File: src/host_err_defs.svh
// Offsets, field layout, reset values and thresholds of the host error bank
`ifndef HOST_ERR_DEFS_SVH
`define HOST_ERR_DEFS_SVH

// Register offsets on the register port
`define HEB_OFS_TEMP_VRD      8'h48
`define HEB_OFS_ANALOG_LOW    8'h49
`define HEB_OFS_ANALOG_HIGH   8'h4A
`define HEB_OFS_DIODE_FUSE    8'h4B
`define HEB_OFS_CPU1_THROTTLE 8'h4C

// Reset value of every status register
`define HEB_RESET_BYTE        8'h00
`define HEB_RESET_BANK        40'h00_00_00_00_00

// Bank layout {4Ch, 4Bh, 4Ah, 49h, 48h}; implemented bits
`define HEB_IMPL_BITS         40'hFF_FF_FF_FF_3F
// Masked in S3 and S45 without option
`define HEB_ALWAYS_MASK       40'hFF_3C_47_FF_30
// Masked in sleep only when the sleep-state mask asks for it
`define HEB_OPTION_MASK       40'h00_C3_38_00_03
// Bits feeding the summary flag; throttle bins excluded
`define HEB_SUMMARY_BITS      40'h80_FF_FF_FF_3F

// Field positions inside the bank vector
`define HEB_BIT_ZONE_ONE      0
`define HEB_BIT_ZONE_THREE    2
`define HEB_BIT_REG_ONE_HOT   4
`define HEB_BIT_CH16          23
`define HEB_BIT_FUSE_EIGHT    26
`define HEB_BIT_THR_ANY       32
`define HEB_BIT_THR_FULL      38
`define HEB_BIT_THR_LIMIT     39

// Throttle duty thresholds in 1/256 units
`define HEB_DUTY_EIGHTH       9'h020
`define HEB_DUTY_QUARTER      9'h040
`define HEB_DUTY_HALF         9'h080
`define HEB_DUTY_THREE_Q      9'h0C0
`define HEB_DUTY_FULL         9'h100

`endif

File: src/host_err_pkg.sv
// Types shared by the host error status bank
package host_err_pkg;

    // Sleep state as stored by software elsewhere
    typedef enum logic [1:0] {
        SLEEP_S0  = 2'b00,
        SLEEP_S1  = 2'b01,
        SLEEP_S3  = 2'b10,
        SLEEP_S45 = 2'b11
    } sleep_state_e;

    // Register port request
    typedef struct packed {
        logic       wr;
        logic       rd;
        logic [7:0] addr;
        logic [7:0] wdata;
    } reg_req_s;

    // Raw error conditions from the limit comparators
    typedef struct packed {
        logic [3:0]  zone_limit;
        logic        regulator_one_hot_in;
        logic        regulator_two_hot_in_n;
        logic [15:0] analog_channel_n;
        logic        remote_diode_1b_fault;
        logic        remote_diode_2b_fault;
        logic        remote_diode_1a_fault;
        logic        remote_diode_2a_fault;
        logic        fuse_monitor_in_eight;
        logic        fuse_monitor_in_nine;
        logic        core_supply_one_mismatch;
        logic        core_supply_two_mismatch;
    } raw_event_s;

    // Throttle measurement of processor one
    typedef struct packed {
        logic       cpu1_throttle_in;
        logic       duty_valid;
        logic [8:0] duty;
        logic [8:0] limit;
    } throttle_meas_s;

endpackage

File: src/host_error_status_bank.sv
// Sticky write-one-to-clear host error status bank with sleep masking
`timescale 1ns/10ps
`include "host_err_defs.svh"

module host_error_status_bank (
    input  wire logic                         clk,
    input  wire logic                         rst_n,
    input  wire host_err_pkg::reg_req_s       reg_req,
    output logic [7:0]                        reg_rdata,
    output logic                              reg_rvalid,
    input  wire host_err_pkg::sleep_state_e   sleep_state,
    input  wire logic [39:0]                  sleep_mask_s3,
    input  wire logic [39:0]                  sleep_mask_s45,
    input  wire logic                         legacy_regulator_vid_mode,
    input  wire host_err_pkg::raw_event_s     raw_event,
    input  wire host_err_pkg::throttle_meas_s throttle_meas,
    output logic [39:0]                       status_bank,
    output logic                              host_summary_flag
);
    import host_err_pkg::*;

    localparam int BANK_BITS = 40;

    if (BANK_BITS != 40) begin : g_bank_check
        $error("bank must hold five 8-bit registers");
    end

    ////////////////////////////////////////////////////////////////////////
    logic [39:0] status;
    logic [39:0] raw_vec;
    logic [39:0] sleep_mask;
    logic [39:0] set_vec;
    logic [39:0] clr_vec;
    logic [39:0] next_status;
    logic        asleep;
    logic [7:0]  thr_byte;
    logic        zone_one_limit_flag;
    logic        zone_two_limit_flag;
    logic        zone_three_limit_flag;
    logic        zone_four_limit_flag;
    logic        regulator_one_hot_flag;
    logic        regulator_two_hot_flag;
    logic        diode_1b_fault_flag;
    logic        diode_2b_fault_flag;
    logic        diode_1a_fault_flag;
    logic        diode_2a_fault_flag;
    logic        core_supply_one_mismatch_flag;
    logic        core_supply_two_mismatch_flag;
    logic        fuse_eight_flag;
    logic        fuse_nine_flag;

    ////////////////////////////////////////////////////////////////////////
    // Raw conditions gathered into bank order
    // zone, regulator, diode, fuse and core supply flags
    assign zone_one_limit_flag    = raw_event.zone_limit[0];
    assign zone_two_limit_flag    = raw_event.zone_limit[1];
    assign zone_three_limit_flag  = raw_event.zone_limit[2];
    assign zone_four_limit_flag   = raw_event.zone_limit[3];
    assign regulator_one_hot_flag = raw_event.regulator_one_hot_in;
    assign regulator_two_hot_flag = ~raw_event.regulator_two_hot_in_n;
    assign diode_1b_fault_flag    = raw_event.remote_diode_1b_fault;
    assign diode_2b_fault_flag    = raw_event.remote_diode_2b_fault;
    assign diode_1a_fault_flag    = raw_event.remote_diode_1a_fault;
    assign diode_2a_fault_flag    = raw_event.remote_diode_2a_fault;
    assign fuse_eight_flag = raw_event.fuse_monitor_in_eight
                           & legacy_regulator_vid_mode;
    assign fuse_nine_flag  = raw_event.fuse_monitor_in_nine
                           & legacy_regulator_vid_mode;
    assign core_supply_one_mismatch_flag =
        raw_event.core_supply_one_mismatch;
    assign core_supply_two_mismatch_flag =
        raw_event.core_supply_two_mismatch;

    // throttle any, duty bins, user limit
    always_comb begin
        thr_byte    = 8'h00;
        thr_byte[0] = throttle_meas.cpu1_throttle_in;
        if (throttle_meas.duty_valid) begin
            if (throttle_meas.duty < `HEB_DUTY_EIGHTH) begin
                thr_byte[1] = 1'b1;
            end else if (throttle_meas.duty < `HEB_DUTY_QUARTER) begin
                thr_byte[2] = 1'b1;
            end else if (throttle_meas.duty < `HEB_DUTY_HALF) begin
                thr_byte[3] = 1'b1;
            end else if (throttle_meas.duty < `HEB_DUTY_THREE_Q) begin
                thr_byte[4] = 1'b1;
            end else if (throttle_meas.duty < `HEB_DUTY_FULL) begin
                thr_byte[5] = 1'b1;
            end else begin
                thr_byte[6] = 1'b1;
            end
            thr_byte[7] = throttle_meas.duty > throttle_meas.limit;
        end
    end

    assign raw_vec = {
        thr_byte,
        diode_2a_fault_flag, diode_1a_fault_flag,
        core_supply_two_mismatch_flag, core_supply_one_mismatch_flag,
        fuse_nine_flag, fuse_eight_flag,
        diode_2b_fault_flag, diode_1b_fault_flag,
        raw_event.analog_channel_n,
        2'b00,
        regulator_two_hot_flag, regulator_one_hot_flag,
        zone_four_limit_flag, zone_three_limit_flag,
        zone_two_limit_flag, zone_one_limit_flag
    };

    ////////////////////////////////////////////////////////////////////////
    // Sleep masking
    // stored sleep state selects mask
    always_comb begin
        asleep     = 1'b0;
        sleep_mask = 40'h00_00_00_00_00;
        case (sleep_state)
            SLEEP_S3: begin
                asleep = 1'b1;
                sleep_mask = `HEB_ALWAYS_MASK
                           | (`HEB_OPTION_MASK & sleep_mask_s3);
            end
            SLEEP_S45: begin
                asleep = 1'b1;
                sleep_mask = `HEB_ALWAYS_MASK
                           | (`HEB_OPTION_MASK & sleep_mask_s45);
            end
            default: begin
                asleep     = 1'b0;
                sleep_mask = 40'h00_00_00_00_00;
            end
        endcase
    end

    // masked events cannot set; reserved never set
    assign set_vec = raw_vec & ~sleep_mask & `HEB_IMPL_BITS;

    ////////////////////////////////////////////////////////////////////////
    // Write-one-to-clear decode
    // ones in write data select bits to clear
    always_comb begin
        clr_vec = 40'h00_00_00_00_00;
        if (reg_req.wr) begin
            case (reg_req.addr)
                `HEB_OFS_TEMP_VRD:      clr_vec[7:0]   = reg_req.wdata;
                `HEB_OFS_ANALOG_LOW:    clr_vec[15:8]  = reg_req.wdata;
                `HEB_OFS_ANALOG_HIGH:   clr_vec[23:16] = reg_req.wdata;
                `HEB_OFS_DIODE_FUSE:    clr_vec[31:24] = reg_req.wdata;
                `HEB_OFS_CPU1_THROTTLE: clr_vec[39:32] = reg_req.wdata;
                default:                clr_vec        = 40'h00_00_00_00_00;
            endcase
        end
    end

    assign next_status = ((status & ~clr_vec) | set_vec) & `HEB_IMPL_BITS;

    always_ff @(posedge clk) begin
        if (!rst_n) begin
            status <= `HEB_RESET_BANK;
        end else begin
            status <= next_status;
        end
    end

    assign status_bank = status;

    // summary flag, only limit bit of throttle byte
    always_ff @(posedge clk) begin
        if (!rst_n) begin
            host_summary_flag <= 1'b0;
        end else begin
            host_summary_flag <= |(next_status & `HEB_SUMMARY_BITS);
        end
    end

    ////////////////////////////////////////////////////////////////////////
    // Read port, data one cycle after request
    always_ff @(posedge clk) begin
        if (!rst_n) begin
            reg_rdata  <= `HEB_RESET_BYTE;
            reg_rvalid <= 1'b0;
        end else begin
            reg_rvalid <= reg_req.rd;
            if (reg_req.rd) begin
                case (reg_req.addr)
                    `HEB_OFS_TEMP_VRD:      reg_rdata <= status[7:0];
                    `HEB_OFS_ANALOG_LOW:    reg_rdata <= status[15:8];
                    `HEB_OFS_ANALOG_HIGH:   reg_rdata <= status[23:16];
                    `HEB_OFS_DIODE_FUSE:    reg_rdata <= status[31:24];
                    `HEB_OFS_CPU1_THROTTLE: reg_rdata <= status[39:32];
                    default:                reg_rdata <= `HEB_RESET_BYTE;
                endcase
            end
        end
    end

    ////////////////////////////////////////////////////////////////////////
    // Checks
    property p_clear_one;
        @(posedge clk) disable iff (!rst_n)
        (reg_req.wr && reg_req.addr == `HEB_OFS_TEMP_VRD
            && reg_req.wdata[`HEB_BIT_ZONE_THREE]
            && !set_vec[`HEB_BIT_ZONE_THREE])
        |=> !status[`HEB_BIT_ZONE_THREE];
    endproperty
    a_clear_one: assert property (p_clear_one)
        else $error("write of one did not clear bit");

    property p_no_self_clear;
        @(posedge clk) disable iff (!rst_n)
        $past(rst_n) && (($past(status) & ~status) != 40'h0)
        |-> (($past(status) & ~status & ~$past(clr_vec)) == 40'h0);
    endproperty
    a_no_self_clear: assert property (p_no_self_clear)
        else $error("status bit fell without a clear write");

    property p_clear_refused;
        @(posedge clk) disable iff (!rst_n)
        ((clr_vec & set_vec) != 40'h0)
        |=> ((status & $past(clr_vec & set_vec))
             == $past(clr_vec & set_vec));
    endproperty
    a_clear_refused: assert property (p_clear_refused)
        else $error("clear took effect while condition present");

    property p_masked_quiet;
        @(posedge clk) disable iff (!rst_n)
        (((raw_vec & sleep_mask & ~status) != 40'h0) && clr_vec == 40'h0)
        |=> ((status & $past(raw_vec & sleep_mask & ~status)) == 40'h0);
    endproperty
    a_masked_quiet: assert property (p_masked_quiet)
        else $error("masked event set a status bit");

    property p_never_masked;
        @(posedge clk) disable iff (!rst_n)
        (raw_vec[`HEB_BIT_ZONE_THREE] || raw_vec[`HEB_BIT_CH16])
        |=> (status[`HEB_BIT_ZONE_THREE]
                || !$past(raw_vec[`HEB_BIT_ZONE_THREE]))
            && (status[`HEB_BIT_CH16] || !$past(raw_vec[`HEB_BIT_CH16]));
    endproperty
    a_never_masked: assert property (p_never_masked)
        else $error("unmaskable event failed to set");

    property p_regulator_asleep;
        @(posedge clk) disable iff (!rst_n)
        (asleep && regulator_one_hot_flag
            && !status[`HEB_BIT_REG_ONE_HOT])
        |=> !status[`HEB_BIT_REG_ONE_HOT];
    endproperty
    a_regulator_asleep: assert property (p_regulator_asleep)
        else $error("regulator hot set while asleep");

    property p_optional_unmasked;
        @(posedge clk) disable iff (!rst_n)
        (sleep_state == SLEEP_S3 && !sleep_mask_s3[`HEB_BIT_ZONE_ONE]
            && zone_one_limit_flag)
        |=> status[`HEB_BIT_ZONE_ONE];
    endproperty
    a_optional_unmasked: assert property (p_optional_unmasked)
        else $error("optional event lost with mask clear");

    property p_reserved_zero;
        @(posedge clk) disable iff (!rst_n)
        reg_req.rd && reg_req.addr == `HEB_OFS_TEMP_VRD
        |=> reg_rvalid && reg_rdata[7:6] == 2'b00
            && reg_rdata == $past(status[7:0]);
    endproperty
    a_reserved_zero: assert property (p_reserved_zero)
        else $error("reserved bits read nonzero");

    property p_fuse_gated;
        @(posedge clk) disable iff (!rst_n)
        (!legacy_regulator_vid_mode && !status[`HEB_BIT_FUSE_EIGHT])
        |=> !status[`HEB_BIT_FUSE_EIGHT];
    endproperty
    a_fuse_gated: assert property (p_fuse_gated)
        else $error("fuse flag set outside legacy mode");

    property p_full_duty;
        @(posedge clk) disable iff (!rst_n)
        (!asleep && throttle_meas.duty_valid
            && throttle_meas.duty == `HEB_DUTY_FULL)
        |=> status[`HEB_BIT_THR_FULL];
    endproperty
    a_full_duty: assert property (p_full_duty)
        else $error("full throttle bin not set");

    property p_limit;
        @(posedge clk) disable iff (!rst_n)
        (!asleep && throttle_meas.duty_valid
            && throttle_meas.duty > throttle_meas.limit)
        |=> status[`HEB_BIT_THR_LIMIT] ##1 host_summary_flag;
    endproperty
    a_limit: assert property (p_limit)
        else $error("limit flag or summary missing");

    property p_summary;
        @(posedge clk) disable iff (!rst_n)
        host_summary_flag == |(status & `HEB_SUMMARY_BITS);
    endproperty
    a_summary: assert property (p_summary)
        else $error("summary flag disagrees with bank");

    property p_reset_zero;
        @(posedge clk)
        !rst_n |=> status == 40'h0 && !host_summary_flag;
    endproperty
    a_reset_zero: assert property (p_reset_zero)
        else $error("bank not zero after reset");

endmodule // host_error_status_bank
File: config.mk
export PLATFORM = sky130hd
export DESIGN_NAME = host_error_status_bank
export DESIGN_NICKNAME = d
export VERILOG_FILES = /design/src/host_err_pkg.sv /design/src/host_error_status_bank.sv
export VERILOG_INCLUDE_DIRS = /design/src /design/src/src
export SDC_FILE = /design/constraint.sdc
export NUM_CORES = 1
export LEC_CHECK = 0
export BUFFER_PORTS_ARGS = -buffer_cell sky130_fd_sc_hd__buf_2
export CAP_MARGIN = 20
export CORE_ASPECT_RATIO = 1.5
export CORE_UTILIZATION = 44
export CTS_CLUSTER_SIZE = 16
export DETAILED_ROUTE_END_ITERATION = 16
export PLACE_DENSITY = 0.91
export SLEW_MARGIN = 20
export SYNTH_ARGS = -nofsm -noshare
export SYNTH_HDL_FRONTEND = slang
export SYNTH_SLANG_ARGS = --single-unit
File: constraint.sdc
create_clock -name clk -period 6.45 [get_ports clk]
set_input_delay 1.935 -clock clk [delete_from_list [all_inputs] [get_ports clk]]
set_output_delay 1.935 -clock clk [all_outputs]
set_load 0.005 [all_outputs]
# Word-level counts from Yosys, hierarchy flattened
# Cells that the tools add are included.
op_classes:
  add_sub_neg: 0
  multipliers: 0
  div: 0
  n_lt_le_gt_ge: 6
  eq_ne: 7
  shifts: 0
  mux: 19
  n_bitwise: 8
  n_reduce_logical: 1
op_table:
  columns: ["cell", "count"]
  rows:
  - ["$and A40 B40 Y40", 2]
  - ["$not A40 Y40", 2]
  - ["$pmux W40 S2", 1]
  - ["$eq A8 B7 Y1 const B", 5]
  - ["$mux W40", 1]
  - ["$mux W8", 5]
  - ["$or A40 B40 Y40", 1]
  - ["$pmux W8 S5", 1]
  - ["$reduce_or A31 Y1", 1]
  - ["$lt A9 B8 Y1 const B", 2]
  - ["$gt A9 B9 Y1", 1]
  - ["$lt A9 B6 Y1 const B", 1]
  - ["$lt A9 B7 Y1 const B", 1]
  - ["$lt A9 B9 Y1 const B", 1]
  - ["$mux W7", 1]
  - ["$mux W1", 6]
  - ["$mux W5", 1]
  - ["$eq A2 B2 Y1 const B", 2]
  - ["$mux W4", 1]
  - ["$mux W3", 1]
  - ["$and A1 B1 Y1", 2]
  - ["$mux W2", 1]
  - ["$not A1 Y1", 1]
word_totals:
  ff_bits: 50
  latchBits: 0
  ram_bits: 0
  mem_bits_ro: 0
  input_bits: 153
  word_cells: 46
  mem_count: 0

# Logic depth before layout (Yosys ltp)
# Gate-level depths: netlist of run 1.
depth:
  depth_word: 10
  ltp_mapped: 8

# Worst setup path after synthesis of run 1
# OpenSTA, ideal clock, no wires.
synth_path:
  kind: "input-to-reg"
  from: "input reg_req[10] in the netlist's numbering"
  to: "register host_summary_flag"
  setup_time_ns: 0.125
  arrival_time_ns: 3.857
  required_time_ns: 6.325
  slack_ns: 2.468
  stages: 7
  cell_sequence: "or4b_1 buf_2 or3_1 a22o_1 nor4_1 nand4_1 o41a_1"
synth_via:
  elab_chain_len: 7
  elab_cells_between_ends: 15
  cone_classes: "5 x eq/ne; 6 x mux; 3 x bitwise; 1 x reduce/logical"
synth_lines:
  columns: ["item", "line", "source"]
  rows:
  - ["start, declared", "host_error_status_bank.sv:8", "input wire host_err_pkg::reg_req_s reg_req,"]
  - ["$eq A8 B7 Y1", "host_error_status_bank.sv:142", "case (reg_req.addr)"]
  - ["$mux W8", "host_error_status_bank.sv:142", null]
  - ["$mux W40 (*)", "host_error_status_bank.sv:141", "if (reg_req.wr) begin"]
  - ["$not A40 Y40 (*)", "host_error_status_bank.sv:153", "assign next_status = ((status & ~clr_vec) | set_vec) & `HEB_IMPL_BITS;"]
  - ["$and A40 B40 Y40 (*)", "host_error_status_bank.sv:153", null]
  - ["$or A40 B40 Y40 (*)", "host_error_status_bank.sv:153", null]
  - ["$reduce_or A31 Y1 (*)", "host_error_status_bank.sv:170", "host_summary_flag <= |(next_status & `HEB_SUMMARY_BITS);"]
  - ["end signal, assigned", "host_error_status_bank.sv:170", null]
  - ["end, declared", "host_error_status_bank.sv:18", "output logic host_summary_flag"]
# Every way passes the cells marked *; elsewhere a longest branch is shown, timed or not.
# A chain may end at the register's enable or synchronous reset.

# Final worst setup path of run 1
layout_path:
  from: "input reg_req[9] in the netlist's numbering"
  to: "register host_summary_flag"
# The elaborated chain is that of the path after synthesis.

==> results.md, run 1 <==
- Initial antenna violation count: 0
- Rel. slew slack: 0.2270
- Area Growth Syn to Fin: 29.91%
- Die Y-Extent: just under 100 um
- Synth warn: 0
- Fin crit period: 4.372 ns
- Final ANT Viol Nets: 0
- Power per cell area: 197.5 mW/mm2
- Synth Flop Type: dfxtp_1
- Worst-path clk slew: ~0.090 ns
- EDFF count, synth: 0
- DP Cell Count: between 500 and 600
- Layout Skew: 0.008067 ns
- Crit path max-delay family: simple AND/OR/NAND/NOR gates
- WL per Instance: 18.22 um
- Sequential-to-total area share from yosys stat: 0.3464
- WS Path Type: in2reg
- Asr flop ratio synth: 0
- Post_cts resized: 0
- Layout Cells excl Fill: 518
- Fin. max-slew vios: 0
- Buffers & Inverters on Critical Path: 1
- Final Util: 0.5878
- Tcrit/Tclk final: 0.6778
- Die area: 0.006633 mm2
- Via count: 3155
- Clock sink total: 48
- Total congestion overflow: 0
- Hold Vio Cnt, Final: 0
- Worst hold path class: reg2reg
- Post-Syn Instances: 318
- RSZ-0062 raised after global routing: false
- Worst Tran Pin Value: 1.157 ns
- Pwr Total: 0.7116 mW
- Synth Cell Area: 0.002774 mm2
- Area leader, netlist: dfxtp_1
- IO Pins: 203
- Critical Path AT: 4.56 ns
- HPWL Detailed: 7.465 mm
- 1st-iter DRT viols: 222
- Setup WS pre-CTS: 1.846 ns
- Gp weighted congestion: 0.9396
- Worst path slowest cell: or4b_1
- Number of buffers created by CTS: 5
- Max-cap violations: 0
- Final nets: 605
- # setup viols final: 0
- Yosys reg bits: 48
- Largest stage delay, worst path: 0.65 ns
- VDD IR max: approximately 0.11 mV
- Row count: 35
- Setup ws final: approximately 2.1 ns
- Crit. End Element: flop
- Largest net degree at the start of global routing: 49
- Insertion delay of the later-clocked pin in the worst-skew pair: 0.31 ns
- CTS tree: yes
- Core ar.: 0.006131 mm2
- CP startpoint kind: primary input
- Mean post-synth cell area: ~8.7 um2
- Distinct cells, synth: 44
- Commonest cells in the netlist: dfxtp_1 (48), nand2_1 (30), and2_1 (29)
- Status: finished, final reports clean
- TNS Setup: 0 ns
- Die extent in x: 66.83 um
- Fmax: roughly 0.23 GHz
- Worst path cell trace: buf_2 -> or4b_1 -> or3_1 -> a22o_1 -> nor4_1 -> nand4_1 -> o41a_1
- Hold_buf cts: 0
- Post-CTS setup buffers: 0
- GRT Total Usage: 0.2944
- # diodes: 0
- Fillers: 587
- First-pass GRT wire length: 14.67 mm
- Post-synth top area share: 0.3464
- Via density: around 6.1
- Starting Density: 0.4524
- Detailed Route WL: between 9 and 10 mm
- Synth top area cells: dfxtp_1 (35%), and2_1 (6.5%), a22o_1 (5.7%)
- Input/output buffers: 138
- Clk root buf: clkbuf_8
- CTS max path bufs: 2
- Share of layout cells above drive strength 1: 0.3581
- Cell with the most instances after synthesis: dfxtp_1
- CP Data Required Time: approximately 6.6 ns
- Number of global-route vias before repair: 3106
- # H-tree levels: 2
- Drt first pass iters: 6
- Crit Path Max Fanout: 13
- Drc violations: 0
- Leakage: 1.744 nW
worst paths after layout:
path,endpoint,start,slack [ns],cells past startpoint
setup / recovery,host_summary_flag,reg_req[9],2.08,7
hold / removal,reg_rdata[3],reg_rdata[3],0.48,1
setup reg to reg,host_summary_flag,status_bank[29],4.58,5
hold reg to reg,reg_rdata[3],reg_rdata[3],0.48,1
per-layer routing:
metal  global-route usage  routed length (um)  vias to the layer above
met5                    0                   0                        -
met4               0.2128                 605                        0
met3              0.05963                1052                       46
met2               0.4740                4382                      244
met1               0.3364                3396                     1429
li1                     -                   -                     1436
kinds of logic after synthesis:
family / count (synthesis) / synth area share
compound gates: 87 / 0.2346
simple gates: 123 / 0.2517
fa+ha+maj: 9 / 0.04060
flops: 48 / 0.3464
mux: 15 / 0.07443
buf+inv: 35 / 0.05097
other cells: 1 / 0.001352
per-stage QoR:
| step | area (um2) | hold slack [ns] |
|---|---|---|
| 6_report | 3603 | 0.4821 |
| 5_1_grt | 3603 | 0.5014 |
| 4_1_cts | 3603 | 0.4831 |
| 3_3_place_gp | 3482 | 0.4588 |
| 3_5_place_dp | 3482 | 0.4612 |
| 2_1_floorplan | 2778 | 0.4766 |
layout by cell type, fill, tap and decap left out, types with 6 or more instances in the layout:
cell	netlist	final
nand4_1	13	13
clkbuf_8	0	6
mux2i_1	6	6
and2_1	29	29
nand2_1	30	30
or3_1	9	9
a21boi_0	9	9
ha_1	9	9
dfxtp_1	48	48
buf_2	2	138
nand3_1	10	10
o211a_1	7	7
inv_1	13	13
nor2_1	10	10
a32oi_1	8	8
o21ai_0	19	19
a22o_1	18	18
power breakdown:
| group | internal (mW) | switching, mW |
|---|---|---|
| combinational | 0.0745 | 0.0745 |
| sequential | 0.315 | 0.0160 |
| clock | 0.127 | 0.104 |
registers in the layout, summed over array words and instances (netlist names):
name / count
host_summary_flag: 1
status_bank: 38
reg_rvalid: 1
reg_rdata: 8
area by class of cell:
| type | count | area [um2] | share of cell area |
|---|---|---|---|
| Multi-Input combinational cell | 236 | 1682 | 0.4667 |
| Sequential cell | 48 | 960.9 | 0.2667 |
| Timing Repair Buffer | 139 | 698.2 | 0.1937 |
| Tap cell | 74 | 92.59 | 0.02569 |
| Clock buffer | 6 | 82.58 | 0.02292 |
| Inverter | 13 | 48.80 | 0.01354 |
| Clock inverter | 2 | 38.79 | 0.01076 |
Power figures use the tool's default switching activity.
==> run 2: changes to the inputs <==
--- a/config.mk
+++ b/config.mk
@@ -6,13 +6,14 @@
 export SDC_FILE = /design/constraint.sdc
 export NUM_CORES = 1
 export LEC_CHECK = 0
+export ABC_AREA = 1
 export BUFFER_PORTS_ARGS = -buffer_cell sky130_fd_sc_hd__buf_2
 export CAP_MARGIN = 20
 export CORE_ASPECT_RATIO = 1.5
-export CORE_UTILIZATION = 44
+export CORE_UTILIZATION = 42
 export CTS_CLUSTER_SIZE = 16
 export DETAILED_ROUTE_END_ITERATION = 16
-export PLACE_DENSITY = 0.91
+export PLACE_DENSITY = 0.87
 export SLEW_MARGIN = 20
 export SYNTH_ARGS = -nofsm -noshare
 export SYNTH_HDL_FRONTEND = slang
==> constraint.sdc (replaced) <==
create_clock -name clk -period 4.53 [get_ports clk]
set_input_delay 1.359 -clock clk [delete_from_list [all_inputs] [get_ports clk]]
set_output_delay 1.359 -clock clk [all_outputs]
set_load 0.005 [all_outputs]
==> run 2 against run 1 <==
Utilization is 2.0 points lower; area after synthesis is 3.8% higher; critical path depth is 5 higher; clock-buffer cell count is 1 lower; register-to-register slack worse by 1.2 ns; final cell count is 26% higher; global-route usage is 3.6 points lower; non-clock buffer count is 1 higher; flip-flop and latch count stayed put.
==> results.md, run 2 <==
- Synth Cell Area: between 0.002 and 0.003 mm2
- Largest net degree at the start of global routing: 38
- Synth warn: 0
- Area leader, netlist: dfxtp_1
- Synth Flop Type: dfxtp_1
- P_int: 0.7545 mW
- CTS tree: yes
- Adder-Cell Fraction of Synth Area: 0.03910
- Area Growth Syn to Fin: 29.54%
- WS Path Type: in2reg
- Synth top area cells: dfxtp_1 (33%), nand2_1 (18%), nand3_1 (8.0%)
- HPWL Detailed: 7.319 mm
- Post_cts resized: 0
- Sequential-to-total area share from yosys stat: 0.3336
- Gp weighted congestion: 0.8836
- # H-tree levels: 2
- Input/output buffers: 138
- First-pass GRT wire length: 14.79 mm
- Combinational group share of total power: 0.192
- 1st-iter DRT viols: about 180
- Insertion delay of the later-clocked pin in the worst-skew pair: 0.31 ns
- Compound-Gate Fraction of Synth Area: 0.1646
- Hold Vio Cnt, Final: 0
- Row count: 36
- CP startpoint kind: primary input
- Clock sink total: 48
- Simple-gate share of the synthesized area: 0.3632
- Final nets: approximately 740
- Fin crit period: 2.827 ns
- Number of buffers created by CTS: 5
- Post-Syn Instances: 443
- Commonest cells in the netlist: nand2_1 (138), dfxtp_1 (48), inv_1 (47)
- Clk root buf: clkbuf_8
- Synth Area in XOR/XNOR: 0
- Crit Path Max Fanout: 37
- Flop pwr share: 0.446
- Hold_buf cts: 0
- Largest family of logic cells by synthesized area: simple AND/OR/NAND/NOR gates
- Post-CTS setup buffers: 0
- Leakage: 2.017 nW
- Detailed Route WL: between 9 and 10 mm
- Tcrit/Tclk final: 0.6240
- Fmax: 0.3538 GHz
- Sw Pwr: 0.2910 mW
- Share of layout cells above drive strength 1: 0.2872
- Worst-path clk slew: approximately 0.1 ns
- Post-synth top area share: 0.3336
- Mux cell area share after synthesis: 0
- Starting Density: 0.4380
- Critical Path AT: 3.02 ns
- Drt first pass iters: 5
- Switching portion of total power: 0.2784
- Asr flop ratio synth: 0
- Mean post-synth cell area: 6.502 um2
- Number of global-route vias before repair: about 3300
- CTS max path bufs: 2
- # setup viols final: 0
- RSZ-0062 raised after global routing: false
- Distinct cells, synth: 31
- Cell with the most instances after synthesis: nand2_1
- # diodes: 0
- Largest register FFs: 38
- WL per Instance: 13.78 um
- GRT Total Usage: 0.2583
- Via density: about 5.1
- Total congestion overflow: 0
- Clk pwr share: 0.362
- Initial antenna violation count: 0
- Final Util: 0.5674
- CP Data Required Time: 4.73 ns
- Die Y-Extent: 103.4 um
- Fin. max-slew vios: 0
- Final ANT Viol Nets: 0
- Drc violations: 0
- Die extent in x: ~70 um
- VDD IR max: 0.1885 mV
- TNS Setup: 0 ns
- Status: finished, final reports clean
- Worst hold path class: reg2reg
- Yosys reg bits: 48
- Core ar.: roughly 0.0066 mm2
- Max-cap violations: 0
- Die area: 0.007200 mm2
- Commonest non-fill, non-tap cells in the layout: nand2_1 (138), buf_2 (138), dfxtp_1 (48)
- Via count: 3344
- Layout Skew: 0.01278 ns
- Crit. End Element: flop
- Power per cell area: roughly 280 mW/mm2
- EDFF count, synth: 0
- IO Pins: between 200 and 250
-- run 2: cell types whose count changed after synthesis, moves of 9 or more --
cell	delta
nand2_1	+108
a21oi_1	+38
nand3_1	+36
inv_1	+34
and2_1	-29
nor2_1	+23
a22o_1	-11
a21boi_0	-9
or3_1	-9
-- run 2: metrics by stage --
step	cells	total power, mW	worst slack (ns)	hold slack (ns)	cell area (um2)
floorplan	444	0.5817	2.000	0.4597	2884
global placement	646	0.6695	1.386	0.4549	3593
detailed placement	646	0.6761	1.387	0.4620	3593
CTS	654	1.045	1.694	0.4772	3731
global route	654	1.097	1.515	0.4946	3731
finish	654	1.046	1.703	0.4770	3731
-- run 2: critical path, stage by stage --
cell     delay (ns)
buf_2          0.10
inv_2          0.04
nand2_2        0.07
nor2_8         0.41
nand4_1        0.16
buf_4          0.23
o21ai_1        0.19
nand3_1        0.10
nor2_1         0.11
nand2_1        0.07
nor2_1         0.13
nor2_1         0.05
-- run 2: cell type report --
type                            count  area, um2
Multi-Input combinational cell    331       1640
Tap cell                           76      95.09
Fill cell                         651       2845
Clock inverter                      3      68.82
Sequential cell                    48      960.9
Inverter                           51      191.4
Timing Repair Buffer              140      705.7
Clock buffer                        5      68.82
-- run 2: worst paths after layout --
check / to / slack [ns] / startpoint / cells past startpoint
worst max-delay path: host_summary_flag / 1.70 / reg_req[15] / 12
worst min-delay path: reg_rdata[6] / 0.48 / reg_rdata[6] / 2
worst max register to register: host_summary_flag / 3.37 / status_bank[14] / 8
worst min register to register: reg_rdata[6] / 0.48 / reg_rdata[6] / 2
-- run 2: routing by layer --
| metal | global-route usage | up-vias | routed length, um |
|---|---|---|---|
| li1 | - | 1705 | - |
| met5 | 0 | - | 0 |
| met2 | 0.4690 | 167 | 4434 |
| met3 | 0.06008 | 14 | 870 |
| met4 | 0.1077 | 0 | 176 |
| met1 | 0.2926 | 1458 | 3530 |
-- run 2: power by group through the flow --
stage / logic [mW] / clock network, mW / registers (mW)
3_3_place_gp: 0.194 / 0 / 0.475
2_1_floorplan: 0.107 / 0 / 0.475
5_1_grt: 0.229 / 0.398 / 0.470
4_1_cts: 0.202 / 0.377 / 0.466
3_5_place_dp: 0.200 / 0 / 0.476
6_report: 0.200 / 0.379 / 0.466
-- run 2: kinds of logic after synthesis --
kind of cell | count (synthesis)
compound gates | 85
buf+inv | 65
other cells | 1
flops | 48
fa+ha+maj | 9
simple gates | 235
